`src/inc/rbt_cfg.svh`:
```
// rbt_cfg.svh: constants for the registered bus transceiver
// What this block does
// - data inverted both ways across 8 bits, card to backplane and back
// - out-direction modes and a-to-b clock steer a-to-b element; in-direction likewise
// - mode bits: 00 buffer, 01 flip-flop, 1x latch
// - buffer mode passes input straight through, inverted at the port
// - flip-flop mode captures on rising clock edge, holds otherwise
// - latch mode transparent while enable high, holds while low
// - loopback low: backplane data feeds the b-to-a element
// - loopback high: a-to-b element output, before inversion, feeds b-to-a element
// - card output port released when card-output enable low
// - card output port driven when card-output enable high
// - backplane inactive when high enable low or low enable high
// - backplane active only with high enable high and low enable low
// - elements keep loading and holding while outputs disabled
// - edge-rate select high gives slow edges, low fast; static level
`ifndef RBT_CFG_SVH
`define RBT_CFG_SVH
`define RBT_W       8
`define RBT_SYN_W   27
`define RBT_F_AI    0
`define RBT_F_BI    8
`define RBT_F_OMHI  16
`define RBT_F_OMLO  17
`define RBT_F_IMHI  18
`define RBT_F_IMLO  19
`define RBT_F_CLKAB 20
`define RBT_F_CLKBA 21
`define RBT_F_LOOP  22
`define RBT_F_CARD_OUTPUT_ENABLE  23
`define RBT_F_BACKPLANE_ENABLE_PAIR  24
`define RBT_F_OEABN 25
`define RBT_F_ERC   26
`define RBT_SYN_RST 27'h0000000
`define RBT_DAT_RST 8'h00
`endif

```
`src/inc/rbt_pkg.sv`:
```
// rbt_pkg: types of the registered bus transceiver
`include "rbt_cfg.svh"
package rbt_pkg;
    typedef enum logic [1:0] {
        RBT_BUF = 2'h0,
        RBT_FF  = 2'h1,
        RBT_LAT = 2'h3
    } rbt_elem_t;

    typedef struct packed {
        logic [`RBT_SYN_W-1:0] s1;
        logic [`RBT_SYN_W-1:0] s2;
        logic [`RBT_SYN_W-1:0] s3;
        logic [`RBT_SYN_W-1:0] f;
        logic [`RBT_W-1:0]     p;
        logic [`RBT_W-1:0]     q;
        logic [`RBT_W-1:0]     ao;
        logic [`RBT_W-1:0]     ao_oe;
        logic [`RBT_W-1:0]     bp_o;
        logic [`RBT_W-1:0]     bp_oe;
        logic                  slow;
        rbt_elem_t             mab;
        rbt_elem_t             mba;
    } rbt_state_t;
endpackage : rbt_pkg

```
`src/verilog/rbt_top.sv`:
```
// rbt_top: registered inverting bus transceiver between card logic and backplane
`timescale 1ns/1ps
`default_nettype none
`include "rbt_cfg.svh"
module rbt_top (
    // clock and reset
    input  wire logic                 CLK,
    input  wire logic                 RST,
    // card side
    input  wire logic [`RBT_W-1:0]    CARD_INPUT_PORT,
    output var  logic [`RBT_W-1:0]    CARD_OUTPUT_PORT_O,
    output var  logic [`RBT_W-1:0]    CARD_OUTPUT_PORT_OE,
    // backplane, open drain
    input  wire logic [`RBT_W-1:0]    BACKPLANE_I,
    output var  logic [`RBT_W-1:0]    BACKPLANE_O,
    output var  logic [`RBT_W-1:0]    BACKPLANE_OE,
    // element modes and clocks
    input  wire logic                 OUT_DIR_MODE_HI,
    input  wire logic                 OUT_DIR_MODE_LO,
    input  wire logic                 IN_DIR_MODE_HI,
    input  wire logic                 IN_DIR_MODE_LO,
    input  wire logic                 A_TO_B_CLOCK_LATCH_ENABLE,
    input  wire logic                 B_TO_A_CLOCK_LATCH_ENABLE,
    // path controls
    input  wire logic                 LOOPBACK_SELECT,
    input  wire logic                 CARD_OUTPUT_ENABLE,
    input  wire logic                 BACKPLANE_ENABLE_PAIR_H,
    input  wire logic                 BACKPLANE_ENABLE_PAIR_N,
    input  wire logic                 EDGE_RATE_SELECT,
    // status
    output var  logic                 SLOW_EDGES,
    output var  rbt_pkg::rbt_elem_t   A_TO_B_ELEMENT,
    output var  rbt_pkg::rbt_elem_t   B_TO_A_ELEMENT
);
    import rbt_pkg::*;

    localparam rbt_state_t RST_STATE = '{
        s1: `RBT_SYN_RST, s2: `RBT_SYN_RST, s3: `RBT_SYN_RST, f: `RBT_SYN_RST,
        p: `RBT_DAT_RST, q: `RBT_DAT_RST, ao: `RBT_DAT_RST, ao_oe: `RBT_DAT_RST,
        bp_o: `RBT_DAT_RST, bp_oe: `RBT_DAT_RST, slow: 1'b0,
        mab: RBT_BUF, mba: RBT_BUF
    };

    function automatic rbt_elem_t elem_sel(input logic hi, input logic lo);
        if (hi) begin
            elem_sel = RBT_LAT;
        end else if (lo) begin
            elem_sel = RBT_FF;
        end else begin
            elem_sel = RBT_BUF;
        end
    endfunction : elem_sel

    // one element step: buffer follows, flip-flop on rise, latch while enable high
    function automatic logic [`RBT_W-1:0] elem_step(
        input rbt_elem_t         m,
        input logic              ce_now,
        input logic              ce_was,
        input logic [`RBT_W-1:0] d,
        input logic [`RBT_W-1:0] held
    );
        case (m)
            RBT_BUF: elem_step = d;
            RBT_FF:  elem_step = (ce_now && !ce_was) ? d : held;
            RBT_LAT: elem_step = ce_now ? d : held;
            default: elem_step = held;
        endcase
    endfunction : elem_step

    rbt_state_t r;
    rbt_state_t n;

    logic [`RBT_SYN_W-1:0] pins;
    logic [`RBT_W-1:0]     ai_f;
    logic [`RBT_W-1:0]     bi_f;
    logic [`RBT_W-1:0]     q_in;
    logic                  bp_active;

    assign pins = {EDGE_RATE_SELECT, BACKPLANE_ENABLE_PAIR_N, BACKPLANE_ENABLE_PAIR_H,
                   CARD_OUTPUT_ENABLE, LOOPBACK_SELECT,
                   B_TO_A_CLOCK_LATCH_ENABLE, A_TO_B_CLOCK_LATCH_ENABLE,
                   IN_DIR_MODE_LO, IN_DIR_MODE_HI, OUT_DIR_MODE_LO, OUT_DIR_MODE_HI,
                   BACKPLANE_I, CARD_INPUT_PORT};

    always_comb begin
        n = r;
        // pins are asynchronous: three stages, a change counts once s2 and s3 agree
        n.s1 = pins;
        n.s2 = r.s1;
        n.s3 = r.s2;
        n.f  = (r.s2 & r.s3) | (r.f & (r.s2 | r.s3));
        ai_f = n.f[`RBT_F_AI +: `RBT_W];
        bi_f = n.f[`RBT_F_BI +: `RBT_W];
        n.mab = elem_sel(n.f[`RBT_F_OMHI], n.f[`RBT_F_OMLO]);
        n.mba = elem_sel(n.f[`RBT_F_IMHI], n.f[`RBT_F_IMLO]);
        // elements run whatever the enables say
        n.p = elem_step(n.mab, n.f[`RBT_F_CLKAB], r.f[`RBT_F_CLKAB],
                        ai_f, r.p);
        // loopback taps the a-to-b element before its inverter
        q_in = n.f[`RBT_F_LOOP] ? n.p : bi_f;
        n.q = elem_step(n.mba, n.f[`RBT_F_CLKBA], r.f[`RBT_F_CLKBA],
                        q_in, r.q);
        n.ao    = ~n.q;
        n.ao_oe = {`RBT_W{n.f[`RBT_F_CARD_OUTPUT_ENABLE]}};
        bp_active = n.f[`RBT_F_BACKPLANE_ENABLE_PAIR] & ~n.f[`RBT_F_OEABN];
        // inverted bit low means element bit high: pull that line low
        n.bp_o  = `RBT_DAT_RST;
        n.bp_oe = {`RBT_W{bp_active}} & n.p;
        n.slow  = n.f[`RBT_F_ERC];
        if (RST) begin
            n = RST_STATE;
        end
    end

    always_ff @(posedge CLK) begin
        r <= n;
    end

    assign CARD_OUTPUT_PORT_O  = r.ao;
    assign CARD_OUTPUT_PORT_OE = r.ao_oe;
    assign BACKPLANE_O         = r.bp_o;
    assign BACKPLANE_OE        = r.bp_oe;
    assign SLOW_EDGES          = r.slow;
    assign A_TO_B_ELEMENT      = r.mab;
    assign B_TO_A_ELEMENT      = r.mba;

    logic [`RBT_W-1:0] ai_r;
    logic [`RBT_W-1:0] bi_r;
    logic              ab_ce;
    logic              ba_ce;
    logic              loop_r;
    logic              bp_on_r;
    assign ai_r    = r.f[`RBT_F_AI +: `RBT_W];
    assign bi_r    = r.f[`RBT_F_BI +: `RBT_W];
    assign ab_ce   = r.f[`RBT_F_CLKAB];
    assign ba_ce   = r.f[`RBT_F_CLKBA];
    assign loop_r  = r.f[`RBT_F_LOOP];
    assign bp_on_r = r.f[`RBT_F_BACKPLANE_ENABLE_PAIR] & ~r.f[`RBT_F_OEABN];

    // second group: filter stages, each element on its own, enables
    logic [`RBT_SYN_W-1:0] s1_q;
    logic [`RBT_SYN_W-1:0] s2_q;
    logic [`RBT_SYN_W-1:0] s3_q;
    logic [`RBT_SYN_W-1:0] f_q;
    logic [`RBT_W-1:0]     p_q;
    logic [`RBT_W-1:0]     q_q;
    logic [`RBT_W-1:0]     b2a_src;
    logic                  ab_hold;
    logic                  ba_hold;
    assign s1_q    = r.s1;
    assign s2_q    = r.s2;
    assign s3_q    = r.s3;
    assign f_q     = r.f;
    assign p_q     = r.p;
    assign q_q     = r.q;
    // what the b-to-a element should be looking at this cycle
    assign b2a_src = loop_r ? r.p : bi_r;
    // enable low now: no rise possible, a flip-flop must keep its word
    assign ab_hold = !ab_ce;
    assign ba_hold = !ba_ce;
endmodule : rbt_top
`default_nettype wire
```
`config.mk`:
```
export PLATFORM = sky130hd
export DESIGN_NAME = rbt_top
export DESIGN_NICKNAME = d
export VERILOG_FILES = /design/src/inc/rbt_pkg.sv /design/src/verilog/rbt_top.sv
export VERILOG_INCLUDE_DIRS = /design/src /design/src/inc
export SDC_FILE = /design/constraint.sdc
export NUM_CORES = 1
export LEC_CHECK = 0
export ABC_AREA = 0
export BUFFER_PORTS_ARGS = -buffer_cell sky130_fd_sc_hd__buf_4
export CAP_MARGIN = 20
export CORE_ASPECT_RATIO = 1.5
export CORE_MARGIN = 10
export CORE_UTILIZATION = 53
export CTS_BUF_LIST = sky130_fd_sc_hd__clkbuf_8
export CTS_CLUSTER_SIZE = 25
export DETAILED_ROUTE_END_ITERATION = 6
export PLACE_DENSITY = 0.78
export SLEW_MARGIN = 20
export SYNTH_ARGS = -nofsm -noshare
export SYNTH_HDL_FRONTEND = slang
export SYNTH_SLANG_ARGS = --single-unit
export TNS_END_PERCENT = 10
```
`constraint.sdc`:
```
create_clock -name CLK -period 1.75 [get_ports CLK]
set_clock_uncertainty 0.15 [all_clocks]
set_input_delay 0.35 -clock CLK [delete_from_list [all_inputs] [get_ports CLK]]
set_output_delay 0.35 -clock CLK [all_outputs]
set_load 0.01 [all_outputs]
```
==> impl_metrics.json, run 1 <==
{
  "cts_root_buf": "clkbuf_8",
  "io_buffers": 57,
  "critPathMaxFanout": 8,
  "end_kind": "flip-flop",
  "fmax_ghz": 0.537,
  "powerDensity_nw_per_um2": 1050,
  "hold_start": "RST",
  "drive_above_1_share": 0.251,
  "maxCapViolCount": 0,
  "min_path_cells": 2,
  "cts.sinks": 142,
  "grt_pass1_wl_mm": 14.1,
  "cp-start-kind": "flip-flop",
  "status": "finished, violations left",
  "ys_top_cells_by_area": "dfxtp_1, nor2b_1, maj3_1",
  "postCtsSetupBuffers": 0,
  "fin_util": 0.699,
  "rows": 41,
  "violations": "setup timing",
  "clkLatencyLatePin_ps": 440,
  "vias": 2901,
  "hold_violations": 0,
  "reg2reg_from": "f_q[18]$_SDFF_PP0_",
  "globalRouteOverflowTotal": 0,
  "antenna_found_initial": 0,
  "min_to": "p_q[2]$_SDFF_PP0_",
  "initial_core_util": 0.542,
  "final_cells": 602,
  "routedWlPerCell_um": 14.5,
  "dp_cells": 543,
  "reg2reg_depth": 5,
  "fill_cells": 624,
  "netlist_area_um2": 4560,
  "io_pins": 66,
  "synth_cell_type_count": 28,
  "grt_max_degree": 64,
  "required_ps": 1980,
  "syn_avg_cell_area_um2": 11.5,
  "fp.coreArea_um2": 8410,
  "reg2reg_slack_ps": -110,
  "synth_top_area_share": 0.623,
  "seqCellArea_um2": 2850,
  "first_iter_violations": 137,
  "hpwl_mm": 5.40,
  "fin_nets": 511,
  "cts_buffer_depth": 2,
  "gp_congestion": 0.808,
  "rsz0062_at_grt": "true",
  "slowest_stage": "maj3_2",
  "drtPass1Iterations": 4,
  "avgViaCountPerCell": 4.82,
  "grt_util_all_layers": 0.141,
  "setup_viol_count_final": 29,
  "total_power_mw": 6.18,
  "die_x_um": 95.7,
  "diodes": 0,
  "finalWorstSetupSlack_ps": -111,
  "vdd_drop_max_mv": 0.736,
  "ctsHtreeMaxLevel": 4,
  "worst_r2r_endpoint": "CARD_OUTPUT_PORT_O[2]$_SDFF_PP0_",
  "clk_pin_slew_ps": 80,
  "synth_top_cell_by_area": "dfxtp_1",
  "yosys_warnings": 0,
  "syn_inst": 396,
  "die_area_um2": 12800,
  "dieHeight_um": 134,
  "syn_to_final_growth_pct": 29.0,
  "drc": 0,
  "numCtsBuffers": 17,
  "fin_crit_sh": 1.06,
  "routed_wl_mm": 8.74,
  "arrival_ps": 2090,
  "cts_tree": "done",
  "leakage_nw": 2.39,
  "slew_viol_final": 0,
  "ant_nets": 0,
  "grt_pass1_vias": 3002,
  "hp-class": "in -> reg",
  "ys_seq_elements": 142,
  "max_stage_delay_ps": 340,
  "ys_seq_area_frac": 0.623,
  "fin_crit_ps": 1860,
  "crit_path_cell_trace": "maj3_2 -> o41a_1 -> buf_6 -> mux2i_1 -> o211a_1",
  "multi_input_area_um2": 1690,
  "worstSetupPathType": "reg -> reg"
}
-- synthesized netlist by cell type, drive strengths merged --
library cell  number
o221ai             1
o41a               2
o22ai              8
maj3              22
o21ai              9
nor2              17
and2              22
nand3              2
a21oi              5
buf               20
mux2i             16
nor2b             90
and3b              1
clkbuf            14
o211a              8
nor3               1
nand2              5
conb               1
inv                1
nand2b             7
dfxtp            142
or2                2
-- cells in the final DEF (no fill, tap or decap) --
cell type | Yosys | routed
and2_1 | 22 | 22
inv_2 | 1 | 1
or2_1 | 2 | 2
o41a_1 | 2 | 2
maj3_1 | 19 | 19
bufinv_16 | 0 | 2
nor2b_4 | 1 | 1
o21ai_1 | 1 | 1
mux2i_4 | 0 | 11
dlygate4sd3_1 | 0 | 27
mux2i_1 | 16 | 2
mux2i_2 | 0 | 3
nand3_2 | 0 | 1
nand2b_1 | 6 | 6
o21ai_0 | 8 | 8
nor2b_1 | 89 | 89
clkinvlp_4 | 0 | 6
nor3_1 | 1 | 1
dfxtp_1 | 142 | 140
nand2b_2 | 1 | 1
dfxtp_2 | 0 | 2
nor2_2 | 0 | 1
buf_4 | 18 | 64
buf_12 | 0 | 2
clkbuf_8 | 0 | 19
o211a_1 | 8 | 8
buf_6 | 1 | 1
and3b_1 | 1 | 1
nand2_1 | 5 | 5
nor2_1 | 17 | 16
clkinv_2 | 0 | 2
conb_1 | 1 | 8
a21oi_1 | 5 | 5
clkinv_4 | 0 | 3
o22ai_1 | 8 | 8
nand3_1 | 2 | 1
o221ai_4 | 1 | 1
maj3_2 | 3 | 3
-- metrics by stage --
step	cell area, um^2	hold slack (ps)	setup WS, ps	setup TNS (ps)
after CTS	5800	62.4	-99.5	-1250
final	5880	78.1	-111	-1440
after detailed placement	5040	273	-170	-2210
after global placement	5040	269	-117	-713
after floorplan	4590	264	27.4	0
after global routing	5880	64.4	-180	-3520
-- worst max-delay path, delay by kind of cell (launching register included) --
family | cells | cell delay, ps
multiplexers | 1 | 260
flip-flops | 1 | 320
AO/OA/AOI/OAI | 2 | 550
adder cells (fa/ha/maj) | 1 | 340
buffers and inverters | 1 | 180
-- layer usage --
metal	track usage	share of wire
met2	0.237	0.52
met5	0	0
met3	0.0568	0.060
met1	0.151	0.40
met4	0.0551	0.022
-- area by class of cell --
class | count | area share
multi-input combinational | 226 | 0.288
clock buffer | 19 | 0.0445
clock inverter | 13 | 0.0240
timing repair buffer | 94 | 0.136
tap | 107 | 0.0228
inverter | 1 | 0.000638
sequential | 142 | 0.484
-- flip-flops by register name, indices dropped and copies added, names as in the netlist, named ones only --
register	count
s1_q	27
A_TO_B_ELEMENT	1
BACKPLANE_OE	8
s3_q	27
s2_q	27
B_TO_A_ELEMENT	1
p_q	8
CARD_OUTPUT_PORT_O	8
f_q	27
-- repair_timing --
action,in CTS,in global routing
gates cloned,0,0
hold buffers,27,0
endpoints found under the setup margin,32,32
hold endpoints to repair,27,0
pin swaps,7,11
resized for setup,16,14
-- logic make-up (layout without fill, tap and decap cells) --
group,after synthesis,in the layout,share of synthesized area
mux,16,16,0.0351
compound gates,33,33,0.0546
other cells,1,8,0.000822
flops,142,142,0.623
fa+ha+maj,22,22,0.0491
buf+inv,35,127,0.0453
simple gates,147,147,0.192
-- worst max path at each step --
stage	startpoint	to	slack, ps	depth (start not counted)
after floorplan	f_q[16]$_SDFF_PP0_	flip-flop	30	4
after global placement	f_q[16]$_SDFF_PP0_	CARD_OUTPUT_PORT_O[7]$_SDFF_PP0_	-120	6
after detailed placement	f_q[16]$_SDFF_PP0_	CARD_OUTPUT_PORT_O[7]$_SDFF_PP0_	-170	6
after CTS	s2_q[16]$_SDFF_PP0_	CARD_OUTPUT_PORT_O[4]$_SDFF_PP0_	-100	6
after global routing	f_q[18]$_SDFF_PP0_	CARD_OUTPUT_PORT_O[2]$_SDFF_PP0_	-180	6
final	f_q[18]$_SDFF_PP0_	CARD_OUTPUT_PORT_O[2]$_SDFF_PP0_	-110	5
-- power breakdown --
group / leakage [nW] / internal (mW) / switching (mW)
clock network: 0.186 / 1.34 / 1.21
registers: 1.16 / 3.32 / 0.0324
logic: 1.04 / 0.162 / 0.115
No activity file was read; power rests on OpenSTA's default activity.
==> run 2: changes to the inputs <==
--- a/config.mk
+++ b/config.mk
@@ -16,6 +16,7 @@
 export CTS_CLUSTER_SIZE = 25
 export DETAILED_ROUTE_END_ITERATION = 6
 export PLACE_DENSITY = 0.78
+export RECOVER_POWER = 50
 export SLEW_MARGIN = 20
 export SYNTH_ARGS = -nofsm -noshare
 export SYNTH_HDL_FRONTEND = slang
==> run 2 against run 1 <==
  * The flow still finishes with violations (setup timing)
  * Largest power group unchanged
  * Combinational power is essentially flat
  * Cell count is the same
  * Largest cell class unchanged
  * First-iteration DRC count shrank 3.6%
==> impl_metrics.json, run 2 (synthesized netlist as in run 1, its figures left out) <==
{
  "fin_crit_ps": 1860,
  "initial_core_util": 0.542,
  "drc": 0,
  "max_stage_delay_ps": 380,
  "first_iter_violations": 132,
  "cts_buffer_depth": 2,
  "hp-class": "in -> reg",
  "clkLatencyLatePin_ps": 430,
  "maxSlewHeadroom": 0.212,
  "slowest_stage": "maj3_2",
  "cp-start-kind": "flip-flop",
  "grt_pass1_vias": 3002,
  "setup_viol_count_final": 30,
  "rows": 41,
  "diodes": 0,
  "ctsHtreeMaxLevel": 4,
  "reg2reg_from": "f_q[16]$_SDFF_PP0_",
  "crit_cells": 6,
  "io_pins": 66,
  "min_path_cells": 2,
  "drive_above_1_share": 0.248,
  "cts.sinks": 142,
  "slew_viol_final": 0,
  "leakage_nw": 2.38,
  "syn_to_final_growth_pct": 28.9,
  "min_to": "p_q[2]$_SDFF_PP0_",
  "end_kind": "flip-flop",
  "fill_cells": 624,
  "crit_family": "adder cells",
  "cts_tree": "done",
  "vias": 2901,
  "multi_input_area_um2": 1690,
  "hpwl_mm": 5.40,
  "worst_r2r_endpoint": "CARD_OUTPUT_PORT_O[3]$_SDFF_PP0_",
  "numCtsBuffers": 17,
  "reg2reg_depth": 6,
  "final_cell_mix": "dfxtp_1, nor2b_1, buf_4, dlygate4sd3_1, and2_1",
  "finalWorstSetupSlack_ps": -110,
  "arrival_ps": 2040,
  "clk_pin_slew_ps": 80,
  "vdd_drop_max_mv": 0.735,
  "grt_util_all_layers": 0.141,
  "dieHeight_um": 134,
  "antenna_found_initial": 0,
  "avgViaCountPerCell": 4.82,
  "status": "finished, violations left",
  "hold_start": "RST",
  "io_buffers": 57,
  "die_area_um2": 12800,
  "violations": "setup timing",
  "fin_nets": 511,
  "die_x_um": 95.7,
  "critPathBufInv": 1,
  "globalRouteOverflowTotal": 0,
  "postCtsSetupBuffers": 0,
  "grt_pass1_wl_mm": 14.1,
  "critPathMaxFanout": 8,
  "worstSetupPathType": "reg -> reg",
  "maxCapViolCount": 0,
  "fin_util": 0.699,
  "routedWlPerCell_um": 14.5,
  "required_ps": 1930,
  "seqCellArea_um2": 2850,
  "fin_crit_sh": 1.06,
  "rsz0062_at_grt": "true",
  "total_power_mw": 6.18,
  "powerDensity_nw_per_um2": 1050,
  "ant_nets": 0,
  "whs_ps": 76.6,
  "crit_path_cell_trace": "maj3_2 -> nor2b_4 -> o221ai_4 -> buf_12 -> mux2i_4 -> o211a_1",
  "fp.coreArea_um2": 8410,
  "final_common_cell": "dfxtp_1",
  "hold_violations": 0,
  "fmax_ghz": 0.538,
  "drtPass1Iterations": 4,
  "cts_root_buf": "clkbuf_8",
  "gp_congestion": 0.808,
  "reg2reg_slack_ps": -110,
  "grt_max_degree": 64,
  "worst_pin_slew_ps": 1180,
  "routed_wl_mm": 8.72
}
==> run 2: cell types whose count changed in the layout (fill, tap and decap cells not counted) <==
cell / change
buf_4: -10
o21ai_1: -1
clkbuf_4: +9
clkbuf_1: +1
o21ai_0: +1
==> run 2: report_power, final <==
group	switching, mW	internal, mW
clock network	1.21	1.34
registers	0.0324	3.32
logic	0.114	0.160
total	1.36	4.82
==> run 2: worst max-delay path by stage <==
| stage | start | to | slack, ps |
|---|---|---|---|
| final | f_q[16]$_SDFF_PP0_ | CARD_OUTPUT_PORT_O[3]$_SDFF_PP0_ | -110 |
| after detailed placement | f_q[16]$_SDFF_PP0_ | CARD_OUTPUT_PORT_O[7]$_SDFF_PP0_ | -170 |
| after floorplan | f_q[16]$_SDFF_PP0_ | flip-flop | 30 |
| after global routing | f_q[18]$_SDFF_PP0_ | CARD_OUTPUT_PORT_O[2]$_SDFF_PP0_ | -180 |
| after global placement | f_q[16]$_SDFF_PP0_ | CARD_OUTPUT_PORT_O[7]$_SDFF_PP0_ | -120 |
| after CTS | s2_q[16]$_SDFF_PP0_ | CARD_OUTPUT_PORT_O[4]$_SDFF_PP0_ | -100 |
==> run 2: cell type report <==
cell class                 count  area share
clock buffer                  19      0.0445
timing repair buffer          94       0.136
clock inverter                13      0.0241
multi-input combinational    226       0.288
sequential                   142       0.484
tap                          107      0.0228
inverter                       1    0.000639
==> run 2: layer usage <==
layer,track usage,part of all wire,up-vias
met3,0.0568,0.057,17
met4,0.0551,0.022,0
met1,0.151,0.40,1373
li1,-,-,1436
met5,0,0,-
met2,0.237,0.52,75
==> run 2: per-stage QoR <==
stage	instance area, um^2	setup TNS (ps)	worst slack [ps]	std cells
floorplan	4590	0	27.4	403
global placement	5040	-713	-117	543
detailed placement	5040	-2210	-170	543
CTS	5800	-1250	-99.5	602
global route	5880	-3520	-180	602
finish	5880	-1450	-110	602
==> run 2: timing repair <==
| action | CTS | global route |
|---|---|---|
| hold endpoints to repair | 27 | 0 |
| resized for setup | 16 | 14 |
| hold buffers | 27 | 0 |
| pin swaps | 7 | 11 |
| setup endpoints to repair | 32 | 32 |
